$ cat src/tcv_pkg.sv
// Constants for the two-train trip coincidence and interlock block.
// Assumes a single 100 MHz clock domain and an Avalon-MM word-addressed slave.
`default_nettype none
package tcv_pkg;
	// Register word indices
	localparam logic [2:0] REG_CMD       = 3'h0;
	localparam logic [2:0] REG_CHAN_BYP  = 3'h1;
	localparam logic [2:0] REG_STATUS    = 3'h2;
	localparam logic [2:0] REG_IRQ_STAT  = 3'h3;
	localparam logic [2:0] REG_IRQ_MASK  = 3'h4;
	// Command register fields, two bits each, train A in the low bit
	localparam int CMD_LO_BYP_POS  = 0;
	localparam int CMD_IR_BLK_POS  = 2;
	localparam int CMD_SR_BYP_POS  = 4;
	localparam int CMD_SR_REIN_POS = 6;
	localparam int CMD_MAN_TRIP_POS = 8;
	localparam int CMD_RESET_POS   = 10;
	// Channel bypass register fields
	localparam int CHB_IR_POS = 0;
	localparam int CHB_SR_POS = 2;
	// Status register fields, two bits each
	localparam int ST_TRIP_POS   = 0;
	localparam int ST_LO_BYP_POS = 2;
	localparam int ST_IR_BLK_POS = 4;
	localparam int ST_SR_BYP_POS = 6;
	localparam int ST_P10_POS    = 8;
	localparam int ST_P6_POS     = 10;
	localparam int ST_DEMAND_POS = 12;
	// Interrupt event bits
	localparam int IRQ_TRIP_POS = 0;
	localparam int IRQ_REJ_POS  = 2;
	// Coincidence thresholds
	localparam logic [2:0] VOTE_TRIP  = 3'h2;
	localparam logic [2:0] VOTE_CLEAR = 3'h3;
	// Reset values
	localparam logic [1:0] RST_TRIP     = 2'h3;
	localparam logic [3:0] RST_CHAN_BYP = 4'h0;
	localparam logic [3:0] RST_IRQ_MASK = 4'h0;
	localparam logic [31:0] RST_RDATA   = 32'h0;
endpackage
`default_nettype wire

$ cat src/tcv_voter.sv
// Two-train trip coincidence voter with bypass and block interlocks.
// Bistables arrive synchronous to sys_clk, train A in the low half of each bus ([3:0] or [1:0]), train B in the high half ([7:4] or [3:2]).
//
// The Avalon-MM register port and the address map are this design's own decisions.
`default_nettype none
module tcv_voter (
	input  wire logic        sys_clk,
	input  wire logic        sys_rst,
	input  wire logic [2:0]  avs_address,
	input  wire logic        avs_read,
	input  wire logic        avs_write,
	input  wire logic [31:0] avs_writedata,
	output logic      [31:0] avs_readdata,
	output logic             avs_waitrequest,
	output logic             irq,
	input  wire logic [7:0]  pr_high_bist,
	input  wire logic [7:0]  pr_low_bist,
	input  wire logic [7:0]  pr_rate_bist,
	input  wire logic [7:0]  pr_p10_bist,
	input  wire logic [3:0]  ir_trip_bist,
	input  wire logic [3:0]  ir_p6_bist,
	input  wire logic [3:0]  sr_trip_bist,
	output logic             train_a_trip_breaker_uv_hold,
	output logic             train_a_trip_breaker_shunt,
	output logic             train_b_trip_breaker_uv_hold,
	output logic             train_b_trip_breaker_shunt,
	output logic             turbine_trip,
	output logic             chan_bypass_annunc
);

	typedef struct packed {
		logic        ack;
		logic [31:0] rdata;
		logic [3:0]  chan_byp;
		logic [3:0]  irq_stat;
		logic [3:0]  irq_mask;
		logic [1:0]  lo_byp;
		logic [1:0]  ir_blk;
		logic [1:0]  sr_byp;
		logic [1:0]  demand;
		logic [1:0]  trip;
		logic [1:0]  hold;
		logic [1:0]  shunt;
		logic        turb;
		logic        annunc;
		logic        irq_out;
	} tcv_state_s;

	tcv_state_s state_ff;
	tcv_state_s nxt_state;

	// Number of set bits in a four-channel group
	function automatic logic [2:0] tcv_count4(input logic [3:0] v);
		tcv_count4 = {2'h0, v[0]} + {2'h0, v[1]} + {2'h0, v[2]} + {2'h0, v[3]};
	endfunction

	function automatic logic tcv_two_of_four(input logic [3:0] v);
		tcv_two_of_four = tcv_count4(v) >= tcv_pkg::VOTE_TRIP;
	endfunction

	function automatic logic tcv_three_of_four(input logic [3:0] v);
		tcv_three_of_four = tcv_count4(v) >= tcv_pkg::VOTE_CLEAR;
	endfunction

	// Write accepted this cycle to the given word
	function automatic logic tcv_wr_hit(input logic en, input logic [2:0] addr, input logic [2:0] target);
		tcv_wr_hit = en && (addr == target);
	endfunction

	// Next value of a permissive-gated bypass or block bit.
	// Auto-clear wins, so a request cannot hold a bypass below P-10.
	function automatic logic tcv_next_gated(input logic cur, input logic clear, input logic request,
		input logic permit);
		logic nxt;
		nxt = cur;
		if (clear) begin
			nxt = 1'b0;
		end else if (request && permit) begin
			nxt = 1'b1;
		end
		tcv_next_gated = nxt;
	endfunction

	// Next value of a train's source range manual bypass
	function automatic logic tcv_next_src_byp(input logic cur, input logic p6_on, input logic rein,
		input logic p10_on, input logic request);
		logic nxt;
		nxt = cur;
		if (!p6_on) begin
			nxt = 1'b0;
		end else if (rein && !p10_on) begin
			nxt = 1'b0;
		end else if (request) begin
			nxt = 1'b1;
		end
		tcv_next_src_byp = nxt;
	endfunction

	logic        req;
	logic        wr_en;
	logic [31:0] cmd;
	logic [1:0]  p10;
	logic [1:0]  p10_clear;
	logic [1:0]  p6;
	logic [1:0]  auto_dem;
	logic [1:0]  sr_eff_byp;
	logic [3:0]  irq_ev;
	logic [31:0] status_word;

	always_comb begin
		logic [3:0] grp;
		logic [1:0] ir_ch;
		logic [1:0] sr_ch;
		logic       f_high;
		logic       f_low;
		logic       f_rate;
		logic       f_ir;
		logic       f_sr;
		logic       man;
		logic       rst_req;
		logic [3:0] irq_clr;
		grp = 4'h0;
		irq_clr = 4'h0;
		ir_ch = 2'h0;
		sr_ch = 2'h0;
		f_high = 1'b0;
		f_low = 1'b0;
		f_rate = 1'b0;
		f_ir = 1'b0;
		f_sr = 1'b0;
		man = 1'b0;
		rst_req = 1'b0;
		nxt_state = state_ff;

		// Bus slave: one wait cycle, then accept
		req = avs_read | avs_write;
		wr_en = avs_write & state_ff.ack;
		nxt_state.ack = req & ~state_ff.ack;
		cmd = tcv_wr_hit(wr_en, avs_address, tcv_pkg::REG_CMD) ? avs_writedata : 32'h0;

		// Plain register writes; status and unmapped words ignore writes
		if (wr_en) begin
			case (avs_address)
				tcv_pkg::REG_CHAN_BYP: begin
					nxt_state.chan_byp = avs_writedata[3:0];
				end
				tcv_pkg::REG_IRQ_MASK: begin
					nxt_state.irq_mask = avs_writedata[3:0];
				end
				default: begin
					nxt_state.chan_byp = state_ff.chan_byp;
				end
			endcase
		end

		irq_ev = 4'h0;
		p10 = 2'h0;
		p10_clear = 2'h0;
		p6 = 2'h0;
		auto_dem = 2'h0;
		sr_eff_byp = 2'h0;

		for (int t = 0; t < 2; t++) begin
			// Permissives formed inside each train
			grp = pr_p10_bist[t*4 +: 4];
			p10[t] = tcv_two_of_four(grp);
			p10_clear[t] = tcv_three_of_four(~grp);
			p6[t] = |ir_p6_bist[t*2 +: 2];

			// Low power range setting bypass
			nxt_state.lo_byp[t] = tcv_next_gated(state_ff.lo_byp[t], p10_clear[t],
				cmd[tcv_pkg::CMD_LO_BYP_POS + t], p10[t]);

			// Intermediate range block
			nxt_state.ir_blk[t] = tcv_next_gated(state_ff.ir_blk[t], p10_clear[t],
				cmd[tcv_pkg::CMD_IR_BLK_POS + t], p10[t]);

			// Source range manual bypass
			nxt_state.sr_byp[t] = tcv_next_src_byp(state_ff.sr_byp[t], p6[t],
				cmd[tcv_pkg::CMD_SR_REIN_POS + t], p10[t], cmd[tcv_pkg::CMD_SR_BYP_POS + t]);
			sr_eff_byp[t] = state_ff.sr_byp[t] | p10[t];

			// Channel test bypasses remove single channels from the vote
			ir_ch = ir_trip_bist[t*2 +: 2] & ~state_ff.chan_byp[tcv_pkg::CHB_IR_POS +: 2];
			sr_ch = sr_trip_bist[t*2 +: 2] & ~state_ff.chan_byp[tcv_pkg::CHB_SR_POS +: 2];

			f_high = tcv_two_of_four(pr_high_bist[t*4 +: 4]);
			f_low = tcv_two_of_four(pr_low_bist[t*4 +: 4]) & ~state_ff.lo_byp[t];
			f_rate = tcv_two_of_four(pr_rate_bist[t*4 +: 4]);
			f_ir = (|ir_ch) & ~state_ff.ir_blk[t];
			f_sr = (|sr_ch) & ~sr_eff_byp[t];
			auto_dem[t] = f_high | f_low | f_rate | f_ir | f_sr;

			man = cmd[tcv_pkg::CMD_MAN_TRIP_POS + t];
			rst_req = cmd[tcv_pkg::CMD_RESET_POS + t];
			nxt_state.demand[t] = auto_dem[t] | man;

			// Latched trip, reset only once the cause has gone
			if (state_ff.demand[t]) begin
				nxt_state.trip[t] = 1'b1;
			end else if (rst_req && !auto_dem[t] && !man) begin
				nxt_state.trip[t] = 1'b0;
			end
			irq_ev[tcv_pkg::IRQ_TRIP_POS + t] = state_ff.demand[t] & ~state_ff.trip[t];
			irq_ev[tcv_pkg::IRQ_REJ_POS + t] = rst_req & state_ff.trip[t] & (auto_dem[t] | state_ff.demand[t]);

			// Each train drives only its own breaker coils
			nxt_state.hold[t] = ~nxt_state.trip[t];
			nxt_state.shunt[t] = nxt_state.trip[t];
		end

		nxt_state.turb = |nxt_state.trip;
		nxt_state.annunc = |nxt_state.chan_byp;

		// Sticky events, a new event wins over a same-cycle clear
		if (tcv_wr_hit(wr_en, avs_address, tcv_pkg::REG_IRQ_STAT)) begin
			irq_clr = avs_writedata[3:0];
		end
		for (int b = 0; b < 4; b++) begin
			if (irq_ev[b]) begin
				nxt_state.irq_stat[b] = 1'b1;
			end else if (irq_clr[b]) begin
				nxt_state.irq_stat[b] = 1'b0;
			end
		end
		nxt_state.irq_out = |(nxt_state.irq_stat & nxt_state.irq_mask);

		status_word = 32'h0;
		status_word[tcv_pkg::ST_TRIP_POS +: 2] = state_ff.trip;
		status_word[tcv_pkg::ST_LO_BYP_POS +: 2] = state_ff.lo_byp;
		status_word[tcv_pkg::ST_IR_BLK_POS +: 2] = state_ff.ir_blk;
		status_word[tcv_pkg::ST_SR_BYP_POS +: 2] = sr_eff_byp;
		status_word[tcv_pkg::ST_P10_POS +: 2] = p10;
		status_word[tcv_pkg::ST_P6_POS +: 2] = p6;
		status_word[tcv_pkg::ST_DEMAND_POS +: 2] = state_ff.demand;

		// Read data captured in the wait cycle
		if (avs_read && !state_ff.ack) begin
			case (avs_address)
				tcv_pkg::REG_CMD: begin
					// Command word is write-only pulses
					nxt_state.rdata = 32'h0;
				end
				tcv_pkg::REG_CHAN_BYP: begin
					nxt_state.rdata = {28'h0, state_ff.chan_byp};
				end
				tcv_pkg::REG_STATUS: begin
					nxt_state.rdata = status_word;
				end
				tcv_pkg::REG_IRQ_STAT: begin
					nxt_state.rdata = {28'h0, state_ff.irq_stat};
				end
				tcv_pkg::REG_IRQ_MASK: begin
					nxt_state.rdata = {28'h0, state_ff.irq_mask};
				end
				default: begin
					nxt_state.rdata = 32'h0;
				end
			endcase
		end
	end

	always_ff @(posedge sys_clk) begin
		if (sys_rst) begin
			state_ff.ack <= 1'b0;
			state_ff.rdata <= tcv_pkg::RST_RDATA;
			state_ff.chan_byp <= tcv_pkg::RST_CHAN_BYP;
			state_ff.irq_stat <= 4'h0;
			state_ff.irq_mask <= tcv_pkg::RST_IRQ_MASK;
			state_ff.lo_byp <= 2'h0;
			state_ff.ir_blk <= 2'h0;
			state_ff.sr_byp <= 2'h0;
			state_ff.demand <= 2'h0;
			state_ff.trip <= tcv_pkg::RST_TRIP;
			state_ff.hold <= ~tcv_pkg::RST_TRIP;
			state_ff.shunt <= tcv_pkg::RST_TRIP;
			state_ff.turb <= 1'b1;
			state_ff.annunc <= 1'b0;
			state_ff.irq_out <= 1'b0;
		end else begin
			state_ff <= nxt_state;
		end
	end

	assign avs_waitrequest = req & ~state_ff.ack;
	assign avs_readdata = state_ff.rdata;
	assign irq = state_ff.irq_out;
	assign train_a_trip_breaker_uv_hold = state_ff.hold[0];
	assign train_a_trip_breaker_shunt = state_ff.shunt[0];
	assign train_b_trip_breaker_uv_hold = state_ff.hold[1];
	assign train_b_trip_breaker_shunt = state_ff.shunt[1];
	assign turbine_trip = state_ff.turb;
	assign chan_bypass_annunc = state_ff.annunc;

endmodule
`default_nettype wire

$ cat config.mk
export PLATFORM = sky130hd
export DESIGN_NAME = tcv_voter
export DESIGN_NICKNAME = d
export VERILOG_FILES = /design/src/tcv_pkg.sv /design/src/tcv_voter.sv
export SDC_FILE = /design/constraint.sdc
export NUM_CORES = 1
export LEC_CHECK = 0
export ABC_AREA = 1
export BUFFER_PORTS_ARGS = -buffer_cell sky130_fd_sc_hd__buf_2
export CAP_MARGIN = 15
export CORE_ASPECT_RATIO = 0.7
export CORE_MARGIN = 2
export CORE_UTILIZATION = 25
export DETAILED_ROUTE_END_ITERATION = 12
export PLACE_DENSITY_LB_ADDON = 0.2
export SETUP_SLACK_MARGIN = 0.15
export SYNTH_ARGS = -nofsm -noshare
export SYNTH_HDL_FRONTEND = slang
export SYNTH_SLANG_ARGS = --single-unit
$ cat constraint.sdc
create_clock -name sys_clk -period 1.5 [get_ports sys_clk]
set_input_delay 0.075 -clock sys_clk [delete_from_list [all_inputs] [get_ports sys_clk]]
set_output_delay 0.075 -clock sys_clk [all_outputs]
set_load 0.005 [all_outputs]
==> flow_summary.toml, run 1 <==
[setup_path]
critPathKind = "register to register"
slowest_delay_ps = 330
worstPathCellList = "buf_6, nor2_4, inv_2, nor4_4, buf_4, buf_6, o21ai_1, a21oi_1"
crit_path_top_delay_cell = "dfxtp_2"
cp_top_family = "buffers and inverters"
cp-start-kind = "register"
cp.arrival_ps = 1580
cp_max_fo = 5
cp_data_required_time_ps = 1720
critPathBufInv = 4
crit_top_cell = "buf_6"
end_kind = "register"

[clock_tree]
cts_buffers = 5
path_clk_slew_ps = 60
clock_path_buffers = 2
clock_latency_ps = 280
htree_num_levels = 2
clockRootBuffer = "clkbuf_16"
cts_sinks = 42
ctsHoldBuffers = 0
cts_tree = "done"

[synth]
synth-seq-cells = 42
ys_seq_area_share_pct = 32.8
avgSynthCellArea_sq_um = 7.02
ys_warn_count = 0
syn_area_sq_um = 2560
postSynth.asyncResetShare_pct = 0
synth_ff_type = "dfxtp_1"
yosysUniqueCellTypes = 34
synth_edf_count = 0
syn_inst = 365

[grt]
grt_max_degree = 16
grt_antenna_before_repair = 0
grt.overflow.total = 0
grt_usage_pct = 13.6
grt_pass1_wl_microns = 11800
grt_pass1_vias = 2413

[detailed_routing]
wl_met1_microns = 3760
vias_per_cell = 4.11
wl_met3_microns = 499
drt-pass1-iter-count = 4
wirelength_microns = 7290
first_iter_violations = 110
wl_met2_microns = 3020
routed.top_layer = "met4"
ant_nets = 0
route.detailed.drc = 0
vias = 2397
wl_per_cell_microns = 12.5

[placed_design]
place_area_sq_um = 3090
port-buffer-count = 84
pre_cts_slack_ps = -296
dpl.hpwl_microns = 5930
place_inst = 569
place.gp.congestion = 0.864

[timing]
layout_min_cycle_time_ps = 1370
fin_ws_ps = 134
setup-tns-final_ps = 0
rsz0062_at_grt = "yes"
clock-skew-final_ps = 5.11
setup_violations = 0
hold_violations = 0
slew_viol_final = 0
fmax_mhz = 732
holdWs_ps = 40.5
fin_crit_sh_pct = 91.1

[floorplan]
core_sq_um = 9830
die_area_sq_um = 11100
start_util_pct = 26.1
die_h_microns = 88.7
io_pins = 123
rows = 30
die_x_microns = 125

[finish]
antenna_cells = 0
nNetsFinal = 551
fin_area_sq_um = 3440
instances_no_fill = 583
n_fill_cell = 1117
area_growth_pct = 34.1
drive_above_1_share_pct = 35.2

[power]
p_per_area_nw_per_um2 = 837
vdd_drop_max_uv = 379
leakagePower_nw = 1.73

[job]
drv_cap = 0

[worst_hold_path]
hp-class = "input port to register"

[run_status]
run_status = "completed"
[layer usage]
layer	vias to the layer above	global-route usage, %
li1	1258	-
met1	1060	19.3
met4	0	2.42
met2	77	20.7
met3	2	3.99
met5	-	0
[placed cells by master (no fill, tap or decap), drive strengths merged]
cell,n
a211oi,2
a21oi,22
bufinv,1
clkbuf,6
nand4,4
o21ai,18
inv,64
nor4,1
fa,8
nand3,7
a31oi,2
conb,18
nor2,34
nor3b,2
a41oi,1
nor3,3
a21boi,1
ha,6
nand2,103
clkinvlp,1
o2111ai,4
nand3b,1
buf,101
dfxtp,42
o21a,2
clkinv,1
[layout make-up]
type                       instances  area [sq um]  area share, %
clock buffer                       6           129           3.75
clock inverter                     2          37.5           1.09
inverter                          65           250           7.28
multi-input combinational        239          1430           41.6
sequential                        42           843           24.5
tap                              128           160           4.66
timing repair buffer             101           586           17.0
[sequential cells by signal, indices dropped and copies added, names as in the netlist]
signal                        flops
train_b_trip_breaker_uv_hold      1
avs_readdata                     14
state_ff                         21
train_a_trip_breaker_uv_hold      1
irq                               1
train_b_trip_breaker_shunt        1
turbine_trip                      1
train_a_trip_breaker_shunt        1
chan_bypass_annunc                1
[synth_stat cells (2+ instances only)]
cell type | instances | area (sq um)
inv_1 | 59 | 221
ha_1 | 6 | 75.1
nor3b_1 | 2 | 15.0
a31oi_1 | 2 | 12.5
nand2_1 | 100 | 375
nand4_1 | 4 | 25.0
nor3_1 | 2 | 10.0
o21ai_1 | 3 | 15.0
clkbuf_1 | 3 | 11.3
nand2_2 | 2 | 12.5
buf_4 | 32 | 240
nor2_1 | 31 | 116
o2111ai_1 | 4 | 35.0
o21a_1 | 2 | 15.0
inv_2 | 4 | 15.0
nand3_1 | 6 | 30.0
a211oi_1 | 2 | 15.0
dfxtp_1 | 42 | 841
a21oi_1 | 22 | 110
fa_1 | 8 | 160
o21ai_0 | 15 | 75.1
nor2_4 | 2 | 22.5
[where the power goes]
| group | leakage, nW | switching [mW] | internal (mW) | total (mW) |
|---|---|---|---|---|
| clock | 0.0771 | 0.449 | 0.786 | 1.24 |
| combinational | 1.31 | 0.284 | 0.213 | 0.498 |
| sequential | 0.341 | 0.0105 | 1.13 | 1.14 |
[worst register-to-register path, cell delays in order (launching register included)]
cell and delay, ps:
dfxtp_2 330, buf_6 120, nor2_4 130, inv_2 60, nor4_4 180, buf_4 180, buf_6 130, o21ai_1 70
a21oi_1 110
[final timing paths]
kind | endpoint | cells after the start | startpoint | slack (ps)
min | state_ff[12] | 3 | avs_writedata[5] | 40
max | avs_readdata[10] | 8 | state_ff[61] | 130
max reg2reg | avs_readdata[10] | 8 | state_ff[61] | 130
min reg2reg | avs_readdata[11] | 2 | avs_readdata[11] | 460
[stage by stage]
| stage | util, % | power [mW] |
|---|---|---|
| after floorplan | - | 1.45 |
| after global placement | 31.5 | 1.61 |
| after detailed placement | 31.5 | 1.62 |
| after CTS | 33.6 | 2.89 |
| after global routing | 34.9 | 3.04 |
| final | 34.9 | 2.88 |
[timing repair]
action                                  CTS  global route
resized for setup                        10            40
endpoints found under the setup margin   11            24
pin swaps                                10            17
cloned                                    0             1
buffers inserted                          2             3
[cell families (layout without fill, tap and decap cells)]
kind of cell | Yosys count | count (layout) | share of synthesized area (%)
compound gates | 52 | 52 | 11.5
other cells | 1 | 18 | 0.146
flops | 42 | 42 | 32.8
fa+ha+maj | 14 | 14 | 9.17
simple gates | 155 | 155 | 26.8
buf+inv | 101 | 174 | 19.6
Note: power is estimated with default switching activity, not from simulation.
==> inputs of run 2 (changes only) <==
--- a/config.mk
+++ b/config.mk
@@ -5,9 +5,8 @@
 export SDC_FILE = /design/constraint.sdc
 export NUM_CORES = 1
 export LEC_CHECK = 0
-export ABC_AREA = 1
 export BUFFER_PORTS_ARGS = -buffer_cell sky130_fd_sc_hd__buf_2
-export CAP_MARGIN = 15
+export CAP_MARGIN = 10
 export CORE_ASPECT_RATIO = 0.7
 export CORE_MARGIN = 2
 export CORE_UTILIZATION = 25
==> flow_summary.toml, run 2 <==
[run_status]
run_status = "finished, violations left"
violations = "negative setup slack"

[finish]
antenna_cells = 0
regMostFlops = "state_ff"
largest_reg_flops = 21
drive_above_1_share_pct = 50.6
final_util_pct = 39.1
area_growth_pct = 52.0
final_cell_mix = "buf_2 (80), dfxtp_1 (40), nor2_1 (36)"
final_common_cell = "buf_2"
nNetsFinal = 489
fin_area_sq_um = 3800
instances_no_fill = 521
n_fill_cell = 993

[clock_tree]
cts_buffers = 5
path_clk_slew_ps = 60
cts_sinks = 42
cts_tree = "done"
clockRootBuffer = "clkbuf_16"
clock_latency_ps = 280
clock_path_buffers = 2
htree_num_levels = 2

[timing]
tightest_slew_ps = 572
clock-skew-final_ps = 3.17
fin_ws_ps = -430
rsz0062_at_grt = "yes"
slew_viol_final = 0
setup_violations = 17
holdWs_ps = 68.7
fmax_mhz = 518
layout_min_cycle_time_ps = 1930
slew_headroom_pct = 61.7
fin_crit_sh_pct = 129
setup-tns-final_ps = -2260
hold_violations = 0

[floorplan]
io_pins = 123
start_util_pct = 25.7
die_x_microns = 123
core_sq_um = 9720
rows = 30
die_area_sq_um = 10800
die_h_microns = 87.6

[synth]
yosys.cell_count.top_type = "dfxtp_1"
ys_seq_area_share_pct = 33.7
synth_top_cells_by_area = "dfxtp_1 (34%), buf_4 (11%), fa_1 (6.4%)"
syn_area_sq_um = 2500
synth_top_area_share_pct = 33.7
synth-seq-cells = 42
synth_ff_type = "dfxtp_1"
postSynth.asyncResetShare_pct = 0
yosys.area.top_type = "dfxtp_1"
yosysUniqueCellTypes = 50
avgSynthCellArea_sq_um = 8.77
synth_edf_count = 0
ys_warn_count = 0
syn_inst = 285
synth_commonest_cells = "dfxtp_1 (42), nor2_1 (38), buf_4 (35)"

[setup_path]
cp_max_fo = 3
end_kind = "register"
worst-path-stages = 8
cp_top_family = "simple AND/OR/NAND/NOR gates"
worstPathCellList = "buf_6, inv_4, fa_1, nand2b_4, o2111ai_4, or4_4, o31ai_4, or3b_1"
reg2regPathDepth = 5
cp.arrival_ps = 2090
cp_data_required_time_ps = 1660
slowest_delay_ps = 550
cp-start-kind = "input port"
regToRegSetupSlack_ps = -350
critPathBufInv = 2
crit_path_top_delay_cell = "or4_4"
critPathKind = "input port to register"

[grt]
grt_usage_pct = 13.7
grt_pass1_wl_microns = 11200
grt_max_degree = 20
grt.overflow.total = 0
grt_pass1_vias = 2125
grt_antenna_before_repair = 0

[worst_hold_path]
holdPathStages = 3
hp-class = "input port to register"

[placed_design]
dpl.hpwl_microns = 5690
place.gp.congestion = 0.865
port-buffer-count = 84
place_area_sq_um = 3180
place_inst = 504
pre_cts_slack_ps = -732

[detailed_routing]
vias_per_cell = 4.36
ant_nets = 0
wirelength_microns = 7410
first_iter_violations = 83
wl_per_cell_microns = 14.2
drt-pass1-iter-count = 4
vias = 2272
route.detailed.drc = 0

[power]
power_mw = 2.85
leakagePower_nw = 1.70
vdd_drop_max_uv = 338
p_per_area_nw_per_um2 = 750

[job]
drv_cap = 0
## run 2: cell types whose count changed after synthesis, moves of 7 or more
cell / previous run / this run
inv_1: 59 / 25
o21ai_0: 15 / 5
nand2b_1: 0 / 14
a22oi_1: 0 / 10
nor2_1: 31 / 38
a21oi_1: 22 / 12
mux2i_1: 0 / 8
nand2_1: 100 / 8
## run 2: what timing repair did
action / in CTS / in global routing
pin swaps: 14 / 23
endpoints found under the setup margin: 26 / 32
hold buffers: 0 / 0
setup buffers: 3 / 6
gates resized for setup: 34 / 46
## run 2: power by group
part | total (mW) | internal [mW] | switching [mW]
combinational | 0.598 | 0.290 | 0.309
sequential | 1.15 | 1.14 | 0.0188
clock | 1.10 | 0.659 | 0.437
## run 2: path summary, 6_finish.rpt
| kind | startpoint | endpoint |
|---|---|---|
| worst min-delay path | ir_p6_bist[2] | avs_readdata[11] |
| worst max-delay path | pr_high_bist[3] | train_a_trip_breaker_shunt |
| worst max register to register | state_ff[26] | train_a_trip_breaker_shunt |
| worst min register to register | avs_readdata[6] | avs_readdata[6] |
## run 2: cell families (layout without fill, tap and decap cells)
kind of cell	after synthesis	after routing	share of synthesized area, %
compound gates	54	54	15.4
fa+ha+maj	14	14	9.41
buf+inv	68	159	15.8
flops	42	42	33.7
mux	12	12	5.01
other cells	1	18	0.150
simple gates	94	94	20.5
## run 2: area by class of cell
class                           instances  area, sq um  area share, %
Timing Repair Buffer                  126          818           21.5
Multi-Input combinational cell        192         1720           45.3
Clock buffer                            6          139           3.66
Clock inverter                          2         12.5          0.329
Tap cell                              128          160           4.22
Sequential cell                        42          846           22.3
Inverter                               25          101           2.67
## run 2: tightest hold or removal path: cells and delay by family
family / cells / cell delay (ps)
buffers and inverters: 1 / 100
AOI/OAI and AO/OA: 2 / 140
## run 2: routing by layer
layer	track usage, %	up-vias	wire [microns]	part of all wire (%)
met5	0	-	0	0
met4	2.58	0	36	0.49
met3	4.75	4	593	8.0
met2	19.5	82	3060	41
met1	19.8	1047	3710	50
li1	-	1139	-	-
